===== src/shared/iowhd_pkg.sv =====
// constants and types shared by the host i/o window decode design
package iowhd_pkg;
   localparam int HB_ADDR_W = 10;
   localparam int HB_DATA_W = 8;
   localparam int BASE_SEL_W = 6;
   localparam int IRQ_LINES = 11;
   localparam int WIN_OFF_W = 4;
   localparam int WIN_SIZE = 16;
   localparam int CLK_PERIOD_NS = 50;
   localparam int SYNC_STAGES = 2;
   // lowest selectable base 0x100 seen on a9..a4
   localparam logic [BASE_SEL_W-1:0] BASE_SEL_MIN = 6'h10;
   // window offsets of the controller registers, the switch port and its alias, and the last reserved location
   localparam logic [WIN_OFF_W-1:0] OFF_STATUS_READ_IRQ_MASK_WRITE = 4'h0;
   localparam logic [WIN_OFF_W-1:0] OFF_DIAG_STATUS_READ_COMMAND_WRITE = 4'h1;
   localparam logic [WIN_OFF_W-1:0] OFF_RAM_POINTER_HIGH = 4'h2;
   localparam logic [WIN_OFF_W-1:0] OFF_RAM_POINTER_LOW = 4'h3;
   localparam logic [WIN_OFF_W-1:0] OFF_RAM_DATA_PORT = 4'h4;
   localparam logic [WIN_OFF_W-1:0] OFF_SECONDARY_INDEX = 4'h5;
   localparam logic [WIN_OFF_W-1:0] OFF_CONFIGURATION = 4'h6;
   localparam logic [WIN_OFF_W-1:0] OFF_TENTATIVE_OR_SUCCESSOR_ID = 4'h7;
   localparam logic [WIN_OFF_W-1:0] OFF_SWITCH_INPUT_PORT = 4'h8;
   localparam logic [WIN_OFF_W-1:0] OFF_SWITCH_INPUT_PORT_ALIAS = 4'h9;
   localparam logic [WIN_OFF_W-1:0] OFF_RESERVED_LAST = 4'hf;
   // reset values of registered outputs
   localparam logic [HB_DATA_W-1:0] DATA_RST = 8'h00;
   localparam logic [2:0] CTRL_ADDR_RST = 3'h0;
   localparam logic [IRQ_LINES-1:0] IRQ_RST = 11'h000;
   // host cycle tracker, gray along idle-read-idle and idle-write-idle
   typedef enum logic [1:0] {
      CYC_IDLE = 2'b00,
      CYC_READ = 2'b01,
      CYC_WRITE = 2'b10
   } iowhd_state_t;
endpackage


===== src/shared/iowhd_sync_if.sv =====
// synchronised pin levels handed from the input stage to the decoder
interface iowhd_sync_if;
   import iowhd_pkg::*;
   logic [HB_ADDR_W-1:0] addr;
   logic aen;
   logic ior_n;
   logic iow_n;
   logic [HB_DATA_W-1:0] wdata;
   logic [HB_DATA_W-1:0] ctrl_rdata;
   logic ctrl_irq;
   logic [HB_DATA_W-1:0] sw;
   logic [BASE_SEL_W-1:0] base_sel;
   logic [IRQ_LINES-1:0] irq_sel;
   modport src (output addr, aen, ior_n, iow_n, wdata, ctrl_rdata, ctrl_irq, sw, base_sel, irq_sel);
   modport dst (input addr, aen, ior_n, iow_n, wdata, ctrl_rdata, ctrl_irq, sw, base_sel, irq_sel);
endinterface


===== src/hdl/iowhd_sync.sv =====
// two-flop synchroniser for every pin level read by the decoder
module iowhd_sync
   import iowhd_pkg::*;
(
   input wire logic clk_in,
   input wire logic rst_in,
   input wire logic [iowhd_pkg::HB_ADDR_W-1:0] addr_in,
   input wire logic aen_in,
   input wire logic ior_n_in,
   input wire logic iow_n_in,
   input wire logic [iowhd_pkg::HB_DATA_W-1:0] wdata_in,
   input wire logic [iowhd_pkg::HB_DATA_W-1:0] ctrl_rdata_in,
   input wire logic ctrl_irq_in,
   input wire logic [iowhd_pkg::HB_DATA_W-1:0] sw_in,
   input wire logic [iowhd_pkg::BASE_SEL_W-1:0] base_sel_in,
   input wire logic [iowhd_pkg::IRQ_LINES-1:0] irq_sel_in,
   iowhd_sync_if.src sync_out
);
   localparam int SW = HB_ADDR_W + 3 + 3 * HB_DATA_W + 1 + BASE_SEL_W + IRQ_LINES;
   // strobes idle high so reset leaves the bus looking inactive
   localparam logic [SW-1:0] SYNC_RST = {{HB_ADDR_W{1'b0}}, 3'h7, {(SW - HB_ADDR_W - 3){1'b0}}};

   logic [SW-1:0] raw;
   logic [SW-1:0] meta_r;
   logic [SW-1:0] stable_r;

   assign raw = {addr_in, aen_in, ior_n_in, iow_n_in, wdata_in, ctrl_rdata_in, ctrl_irq_in, sw_in,
                 base_sel_in, irq_sel_in};

   always_ff @(posedge clk_in or posedge rst_in) begin
      if (rst_in) begin
         meta_r <= SYNC_RST;
         stable_r <= SYNC_RST;
      end else begin
         meta_r <= raw;
         stable_r <= meta_r;
      end
   end

   assign {sync_out.addr, sync_out.aen, sync_out.ior_n, sync_out.iow_n, sync_out.wdata, sync_out.ctrl_rdata,
           sync_out.ctrl_irq, sync_out.sw, sync_out.base_sel, sync_out.irq_sel} = stable_r;
endmodule


===== src/hdl/iowhd_top.sv =====
// host i/o window decode: address match, register routing, switch port and interrupt steering
// Summary of operation
// - decode exactly sixteen consecutive host i/o locations as the register window
// - window base sits on a sixteen-byte boundary; a3..a0 pick the location
// - a9..a4 compared against base jumpers; bases 0x100 to 0x3f0 only
// - respond only to host i/o cycles, never to memory space
// - reserved locations have no function; host must not map other peripherals there
// - every access completes without wait states or bus arbitration
// - controller interrupt drives exactly one selected host irq line at most
// - no irq jumper fitted means no host irq line is driven
// - switch port returns eight bits, position one is msb, open reads one
// - switch port is independent; reading it never touches the controller
module iowhd_top
   import iowhd_pkg::*;
(
   input wire logic clk_in,
   input wire logic rst_in,
   input wire logic [iowhd_pkg::HB_ADDR_W-1:0] sa_in,
   input wire logic aen_in,
   input wire logic ior_n_in,
   input wire logic iow_n_in,
   input wire logic [iowhd_pkg::HB_DATA_W-1:0] sd_in,
   output logic [iowhd_pkg::HB_DATA_W-1:0] sd_out,
   output logic sd_oe_out,
   input wire logic [iowhd_pkg::BASE_SEL_W-1:0] base_select_jumpers_in,
   input wire logic [iowhd_pkg::IRQ_LINES-1:0] irq_select_jumpers_in,
   input wire logic [iowhd_pkg::HB_DATA_W-1:0] switch_bank_in,
   output logic [iowhd_pkg::IRQ_LINES-1:0] irq_out,
   output logic [iowhd_pkg::IRQ_LINES-1:0] irq_oe_out,
   output logic ctrl_cs_n_out,
   output logic ctrl_rd_n_out,
   output logic ctrl_wr_n_out,
   output logic [2:0] ctrl_addr_out,
   input wire logic [iowhd_pkg::HB_DATA_W-1:0] ctrl_data_in,
   output logic [iowhd_pkg::HB_DATA_W-1:0] ctrl_data_out,
   output logic ctrl_data_oe_out,
   input wire logic ctrl_irq_in
);
   import iowhd_pkg::*;

   function automatic logic [IRQ_LINES-1:0] iowhd_first_line(input logic [IRQ_LINES-1:0] sel);
      return sel & (~sel + 11'h001);
   endfunction

   function automatic logic iowhd_off_ctrl(input logic [WIN_OFF_W-1:0] off);
      return off <= OFF_TENTATIVE_OR_SUCCESSOR_ID;
   endfunction

   function automatic logic iowhd_off_sw(input logic [WIN_OFF_W-1:0] off);
      return (off == OFF_SWITCH_INPUT_PORT) || (off == OFF_SWITCH_INPUT_PORT_ALIAS);
   endfunction

   iowhd_sync_if sy ();

   iowhd_sync u_sync (
      .clk_in(clk_in),
      .rst_in(rst_in),
      .addr_in(sa_in),
      .aen_in(aen_in),
      .ior_n_in(ior_n_in),
      .iow_n_in(iow_n_in),
      .wdata_in(sd_in),
      .ctrl_rdata_in(ctrl_data_in),
      .ctrl_irq_in(ctrl_irq_in),
      .sw_in(switch_bank_in),
      .base_sel_in(base_select_jumpers_in),
      .irq_sel_in(irq_select_jumpers_in),
      .sync_out(sy)
   );

   iowhd_state_t st_r;
   iowhd_state_t st_nxt;
   logic [HB_DATA_W-1:0] sd_r;
   logic sd_oe_r;
   logic cs_n_r;
   logic rd_n_r;
   logic wr_n_r;
   logic [2:0] caddr_r;
   logic [HB_DATA_W-1:0] cdata_r;
   logic coe_r;
   logic [IRQ_LINES-1:0] irq_r;
   logic [IRQ_LINES-1:0] irq_oe_r;

   // memory cycles keep aen low too, so only ior/iow qualify a hit
   wire host_rd = !sy.aen && !sy.ior_n && sy.iow_n;
   wire host_wr = !sy.aen && !sy.iow_n && sy.ior_n;
   wire base_ok = sy.base_sel >= BASE_SEL_MIN;
   wire win_hit = base_ok && (sy.addr[HB_ADDR_W-1:WIN_OFF_W] == sy.base_sel);
   wire [WIN_OFF_W-1:0] win_off = sy.addr[WIN_OFF_W-1:0];
   wire off_ctrl = iowhd_off_ctrl(win_off);
   wire off_sw = iowhd_off_sw(win_off);
   // offsets a..f fall through both tests and are left undriven
   wire rd_go = host_rd && win_hit && (off_ctrl || off_sw);
   wire wr_go = host_wr && win_hit && off_ctrl;
   wire [IRQ_LINES-1:0] irq_pick = iowhd_first_line(sy.irq_sel);

   always_comb begin
      st_nxt = st_r;
      case (st_r)
         CYC_IDLE: begin
            if (rd_go) begin
               st_nxt = CYC_READ;
            end else if (wr_go) begin
               st_nxt = CYC_WRITE;
            end
         end
         CYC_READ: begin
            if (!rd_go) begin
               st_nxt = CYC_IDLE;
            end
         end
         CYC_WRITE: begin
            if (!wr_go) begin
               st_nxt = CYC_IDLE;
            end
         end
         default: begin
            st_nxt = CYC_IDLE;
         end
      endcase
   end

   // no ready line is ever pulled: the host strobe alone frames each access
   wire nxt_rd = st_nxt == CYC_READ;
   wire nxt_wr = st_nxt == CYC_WRITE;
   wire nxt_ctrl = (nxt_rd && off_ctrl) || nxt_wr;

   always_ff @(posedge clk_in or posedge rst_in) begin
      if (rst_in) begin
         st_r <= CYC_IDLE;
      end else begin
         st_r <= st_nxt;
      end
   end

   always_ff @(posedge clk_in or posedge rst_in) begin
      if (rst_in) begin
         cs_n_r <= 1'b1;
         rd_n_r <= 1'b1;
         wr_n_r <= 1'b1;
         caddr_r <= CTRL_ADDR_RST;
         cdata_r <= DATA_RST;
         coe_r <= 1'b0;
      end else begin
         cs_n_r <= !nxt_ctrl;
         rd_n_r <= !(nxt_rd && off_ctrl);
         wr_n_r <= !nxt_wr;
         caddr_r <= win_off[2:0];
         cdata_r <= sy.wdata;
         coe_r <= nxt_wr;
      end
   end

   // switch levels pass straight: bit 7 is position one, an open contact is high
   always_ff @(posedge clk_in or posedge rst_in) begin
      if (rst_in) begin
         sd_r <= DATA_RST;
         sd_oe_r <= 1'b0;
      end else begin
         sd_r <= off_sw ? sy.sw : sy.ctrl_rdata;
         sd_oe_r <= nxt_rd;
      end
   end

   always_ff @(posedge clk_in or posedge rst_in) begin
      if (rst_in) begin
         irq_r <= IRQ_RST;
         irq_oe_r <= IRQ_RST;
      end else begin
         irq_r <= irq_pick & {IRQ_LINES{sy.ctrl_irq}};
         irq_oe_r <= irq_pick;
      end
   end

   assign sd_out = sd_r;
   assign sd_oe_out = sd_oe_r;
   assign ctrl_cs_n_out = cs_n_r;
   assign ctrl_rd_n_out = rd_n_r;
   assign ctrl_wr_n_out = wr_n_r;
   assign ctrl_addr_out = caddr_r;
   assign ctrl_data_out = cdata_r;
   assign ctrl_data_oe_out = coe_r;
   assign irq_out = irq_r;
   assign irq_oe_out = irq_oe_r;
endmodule


===== config.mk =====
export PLATFORM = sky130hd
export DESIGN_NAME = iowhd_top
export DESIGN_NICKNAME = d
export VERILOG_FILES = /design/src/shared/iowhd_pkg.sv /design/src/shared/iowhd_sync_if.sv /design/src/hdl/iowhd_sync.sv /design/src/hdl/iowhd_top.sv
export SDC_FILE = /design/constraint.sdc
export NUM_CORES = 1
export LEC_CHECK = 0
export BUFFER_PORTS_ARGS = -buffer_cell sky130_fd_sc_hd__buf_4
export CORE_ASPECT_RATIO = 0.5
export CORE_MARGIN = 3
export CORE_UTILIZATION = 47
export CTS_CLUSTER_SIZE = 12
export DETAILED_ROUTE_END_ITERATION = 6
export GPL_ROUTABILITY_DRIVEN = 0
export HOLD_SLACK_MARGIN = 0.15
export PLACE_DENSITY = 0.71
export SLEW_MARGIN = 40
export SYNTH_ARGS = -nofsm -noshare
export SYNTH_HDL_FRONTEND = slang
export SYNTH_SLANG_ARGS = --single-unit

===== constraint.sdc =====
create_clock -name clk_in -period 8.1 [get_ports clk_in]
set_clock_uncertainty 0.15 [all_clocks]
set_input_delay 2.43 -clock clk_in [delete_from_list [all_inputs] [get_ports clk_in]]
set_output_delay 2.43 -clock clk_in [all_outputs]
set_load 0.01 [all_outputs]

Word-level counts from Yosys, hierarchy flattened
Cells that the tools add are included.
{"block": "classes", "add_sub_neg": 1, "n_mul": 0, "div": 0, "order_cmp": 2, "n_eq_ne": 7, "shift": 0, "mux": 6, "n_bitwise": 3, "n_reduce_logical": 20}
{"cell": "$and 11x11->11", "n": 2}
{"cell": "$add 11x1->11 const B", "n": 1}
{"cell": "$not 11->11", "n": 1}
{"cell": "$logic_and 1x1->1", "n": 10}
{"cell": "$eq 4x4->1 const B", "n": 2}
{"cell": "$mux 2", "n": 4}
{"cell": "$mux 8", "n": 1}
{"cell": "$eq 6x6->1", "n": 1}
{"cell": "$ge 6x5->1 const B", "n": 1}
{"cell": "$logic_not 1->1", "n": 6}
{"cell": "$pmux 2 s3", "n": 1}
{"cell": "$eq 2x1->1 const B", "n": 2}
{"cell": "$eq 2x2->1 const B", "n": 2}
{"cell": "$le 4x3->1 const B", "n": 1}
{"cell": "$logic_or 1x1->1", "n": 3}
{"cell": "$logic_not 2->1", "n": 1}
{"block": "word_totals", "ff_bits": 158, "latch_bits": 0, "ramBits": 0, "mem_bits_ro": 0, "output_inout_bits": 46, "wordCells": 52, "n_memories": 0}

Longest topological paths before layout
{"block": "depth", "depth_word": 12, "depth_mapped": 3, "depth_no_buf": 3}

By module
A second synthesis with hierarchy kept.
{"block": "hier_totals", "cells_unflattened": 226, "area_unflattened_um2": 4453.0}
{"module": "iowhd_sync", "n_inst": 1, "cells_each": 111, "area_each_um2": 2763.9, "seq_area_each_um2": 2760.1}
{"module": "iowhd_top", "n_inst": 1, "cells_each": 115, "area_each_um2": 1689.1, "seq_area_each_um2": 1204.9}

Worst setup path after synthesis
Ideal clock, no wire load.
{"block": "synth_path", "kind": "flip-flop to output port", "start": "register cs_n_r, in the netlist ctrl_cs_n_out", "end": "output ctrl_cs_n_out", "t_arrival_ps": 520, "slack_ps": 5000, "path_stages_with_launch": 1, "path_buffers": 0, "cell_sequence": "dfstp_2"}
{"item": "start, declared", "line_no": "iowhd_top.sv:75", "source": "logic cs_n_r;"}
{"item": "start signal, assigned", "line_no": "iowhd_top.sv:145", "source": "cs_n_r <= !nxt_ctrl;"}
{"item": "end, declared", "line_no": "iowhd_top.sv:30", "source": "output logic ctrl_cs_n_out,"}
No word-level cell between the ends.

Worst setup path after layout
{"block": "layout_path", "start": "register cs_n_r, in the netlist ctrl_cs_n_out", "end": "output ctrl_cs_n_out"}
No word-level cell between the ends.

==> flow_summary.json <==
{
  "status": "completed",
  "clockRootBuffer": "clkbuf_16",
  "synthTopCellsByArea": "dfrtp_1, dfstp_2, mux2_2",
  "clk_latency_ps": 410,
  "drtAntennaViolNets": 0,
  "wl_met1_mm": 2.65,
  "crit_type": "flop to primary output",
  "ctsHoldBuffers": 0,
  "timing.final.crit_share_pct": 44.7,
  "fmax_ghz": 0.276,
  "chipHeight_um": 74.9,
  "syn_nets": 277,
  "start_util_pct": 49.7,
  "syn_inst": 220,
  "post_synth_num_cell_types": 29,
  "antenna_cells": 0,
  "combinationalPowerShare_pct": 3.6,
  "cp_top_family": "flip-flops",
  "cts_tree": "built",
  "core_um2": 8980,
  "wl_per_cell_um": 14.9,
  "path_depth": 1,
  "crit_path_cell_trace": "buf_4",
  "powerDensity_nw_per_um2": 295,
  "overflow": 0,
  "slowest_stage": "dfstp_2",
  "relSlewSlack_pct": 54.7,
  "grt_max_degree": 102,
  "holdPathStages": 0,
  "die-area_um2": 10800,
  "holdCritPathClass": "flop to flop",
  "drc": 0,
  "drive_gt1_share_pct": 45.6,
  "num_rows": 24,
  "netlist.area_leader.share_pct": 83.6,
  "yosysSeqAreaShare_pct": 88.9,
  "end_kind": "primary output",
  "num_io_pins": 103,
  "internal_power_mw": 1.45,
  "reg2reg_from": "u_sync.stable_r[12]$_DFF_PP0_",
  "wl_met2_mm": 3.93,
  "syn_to_final_growth_pct": 36.4,
  "wl_met3_um": 325,
  "crit_buf_inv": 1,
  "seq_power_share_pct": 46.7,
  "irDropWorstVdd_uv": 144,
  "vias": 2139,
  "drt_iter0_drc": 75,
  "drv_cap": 0,
  "post-dp-hpwl_mm": 4.64,
  "nets": 399,
  "start_kind": "flop",
  "cp.arrival_ps": 1040,
  "final.setup.tns_ps": 0,
  "synth_seq_cells": 158,
  "path_clk_slew_ps": 60,
  "synth_largest_area_cell": "dfrtp_1",
  "post_cts_resized": 0,
  "routed.top_layer": "met4",
  "setup_violations": 0,
  "rr_endpoint": "sd_oe_out$_DFF_PP0_",
  "finalHoldViolations": 0,
  "syn_area_per_cell_um2": 20.3,
  "worst_pin_slew_ps": 674,
  "antenna_found_initial": 0,
  "switching_power_mw": 0.350,
  "rrSetupSlack_ps": 6440,
  "rsz0062_at_grt": "no",
  "place_area_um2": 5390,
  "clk_path_buf_depth": 2,
  "numCtsBuffers": 17,
  "grt_pass1_vias": 2386,
  "syn_area_um2": 4460,
  "via_per_inst": 4.53,
  "cp_data_required_time_ps": 5520,
  "grt_pass1_wl_mm": 11.4,
  "cts.sinks": 158,
  "drv_slew": 0,
  "post_cts_buffers": 0,
  "io_buffers": 102,
  "h-tree-depth": 4,
  "crit_path_end": "ctrl_cs_n_out",
  "track_usage_pct": 14.7,
  "period_minus_slack_ps": 3620,
  "postLayoutCellArea_um2": 6090,
  "rr_worst_depth": 3,
  "pwr-share-clk_pct": 49.6,
  "drt_wl_total_mm": 7.03,
  "max_stage_delay_ps": 530,
  "cp-startpoint": "ctrl_cs_n_out$_DFF_PP1_",
  "dr.pass1.iters": 4,
  "whs_ps": 194,
  "swShare_pct": 19.5,
  "die_x_um": 144,
  "utilization_pct": 67.8,
  "crit_fanout": 1,
  "ys_warn_count": 0,
  "leakage_nw": 2.94
}
[how the worst min path moves through the flow]
stage | start | endpoint | slack (ps)
detailed placement | u_sync.meta_r[0]$_DFF_PP0_ | u_sync.stable_r[0]$_DFF_PP0_ | 180
global route | u_sync.meta_r[39]$_DFF_PP0_ | u_sync.stable_r[39]$_DFF_PP0_ | 200
global placement | u_sync.meta_r[13]$_DFF_PP0_ | u_sync.stable_r[13]$_DFF_PP0_ | 180
finish | u_sync.meta_r[40]$_DFF_PP0_ | u_sync.stable_r[40]$_DFF_PP0_ | 190
CTS | u_sync.meta_r[53]$_DFF_PP0_ | u_sync.stable_r[53]$_DFF_PP0_ | 200
floorplan | u_sync.stable_r[45]$_DFF_PP0_ | ctrl_addr_out[0]$_DFF_PP0_ | 180
[cells by family after synthesis]
logic type,after synthesis,share of synthesized area (%)
xor+xnor,5,0.981
flops,158,88.9
simple gates,44,7.54
buf+inv,2,0.168
compound gates,3,0.421
mux,8,2.02
[power groups by stage]
stage          sequential (mW)  combinational (mW)  clock, mW
2_1_floorplan            0.854              0.0228          0
3_3_place_gp             0.852              0.0635          0
3_5_place_dp             0.854              0.0661          0
4_1_cts                  0.841              0.0666      0.913
5_1_grt                  0.844              0.0728      0.949
6_report                 0.840              0.0654      0.892
[cell usage after synthesis]
| library cell | n |
|---|---|
| and4_1 | 2 |
| nor2_1 | 5 |
| nor4_2 | 1 |
| nand3b_1 | 1 |
| or3b_2 | 2 |
| nor3_2 | 1 |
| mux2_2 | 8 |
| nand3_1 | 3 |
| and3b_1 | 2 |
| or3_1 | 1 |
| a21oi_1 | 1 |
| nor3_1 | 1 |
| and4b_1 | 2 |
| nor4_4 | 1 |
| dfrtp_1 | 149 |
| clkbuf_1 | 1 |
| nand4bb_1 | 1 |
| xor2_1 | 5 |
| and3_1 | 9 |
| nor3b_1 | 1 |
| nor2b_1 | 1 |
| or3_4 | 1 |
| nor3b_4 | 1 |
| o22ai_1 | 1 |
| nor3b_2 | 1 |
| o21a_1 | 1 |
| inv_1 | 1 |
| and2_1 | 7 |
| dfstp_2 | 9 |
[metrics by stage]
stage / worst slack, ps / instances / power, mW
3_5_place_dp: 4180 / 439 / 0.920
2_1_floorplan: 1270 / 220 / 0.877
4_1_cts: 4450 / 471 / 1.82
6_report: 4480 / 472 / 1.80
3_3_place_gp: 3940 / 439 / 0.915
5_1_grt: 4440 / 472 / 1.87
[layer usage]
| layer | vias to the layer above | GRT usage, % |
|---|---|---|
| met4 | 0 | 7.62 |
| met1 | 1094 | 16.2 |
| li1 | 973 | - |
| met5 | - | 0 |
| met2 | 63 | 25.5 |
| met3 | 9 | 5.71 |
[final cells by class]
class | count | area, um^2
Clock buffer | 18 | 439
Clock inverter | 14 | 239
Fill cell | 585 | 2890
Inverter | 1 | 8.76
Multi-Input combinational cell | 60 | 489
Sequential cell | 158 | 3970
Tap cell | 117 | 146
Timing Repair Buffer | 104 | 800
[sequential cells by signal, indices dropped and copies added, names as in the netlist, 2 cells and up]
| signal | flops |
|---|---|
| irq_oe_out | 11 |
| irq_out | 11 |
| ctrl_data_out | 8 |
| sd_out | 8 |
| st_r | 2 |
| u_sync.meta_r | 55 |
| ctrl_addr_out | 3 |
| u_sync.stable_r | 55 |
[layout by cell type, fill, tap and decap left out, types with 2 or more instances in the layout]
| cell | n |
|---|---|
| and2_1 | 7 |
| and3_1 | 9 |
| and3b_1 | 2 |
| and4_1 | 2 |
| and4b_1 | 2 |
| buf_4 | 102 |
| bufinv_16 | 6 |
| clkbuf_16 | 17 |
| clkbuf_8 | 2 |
| clkinv_2 | 2 |
| clkinv_4 | 2 |
| clkinvlp_4 | 3 |
| dfrtp_1 | 149 |
| dfstp_2 | 9 |
| inv_6 | 2 |
| mux2_2 | 8 |
| nand3_1 | 3 |
| nor2_1 | 5 |
| or3b_2 | 2 |
| xor2_1 | 5 |
(Power assumes the default switching activity.)
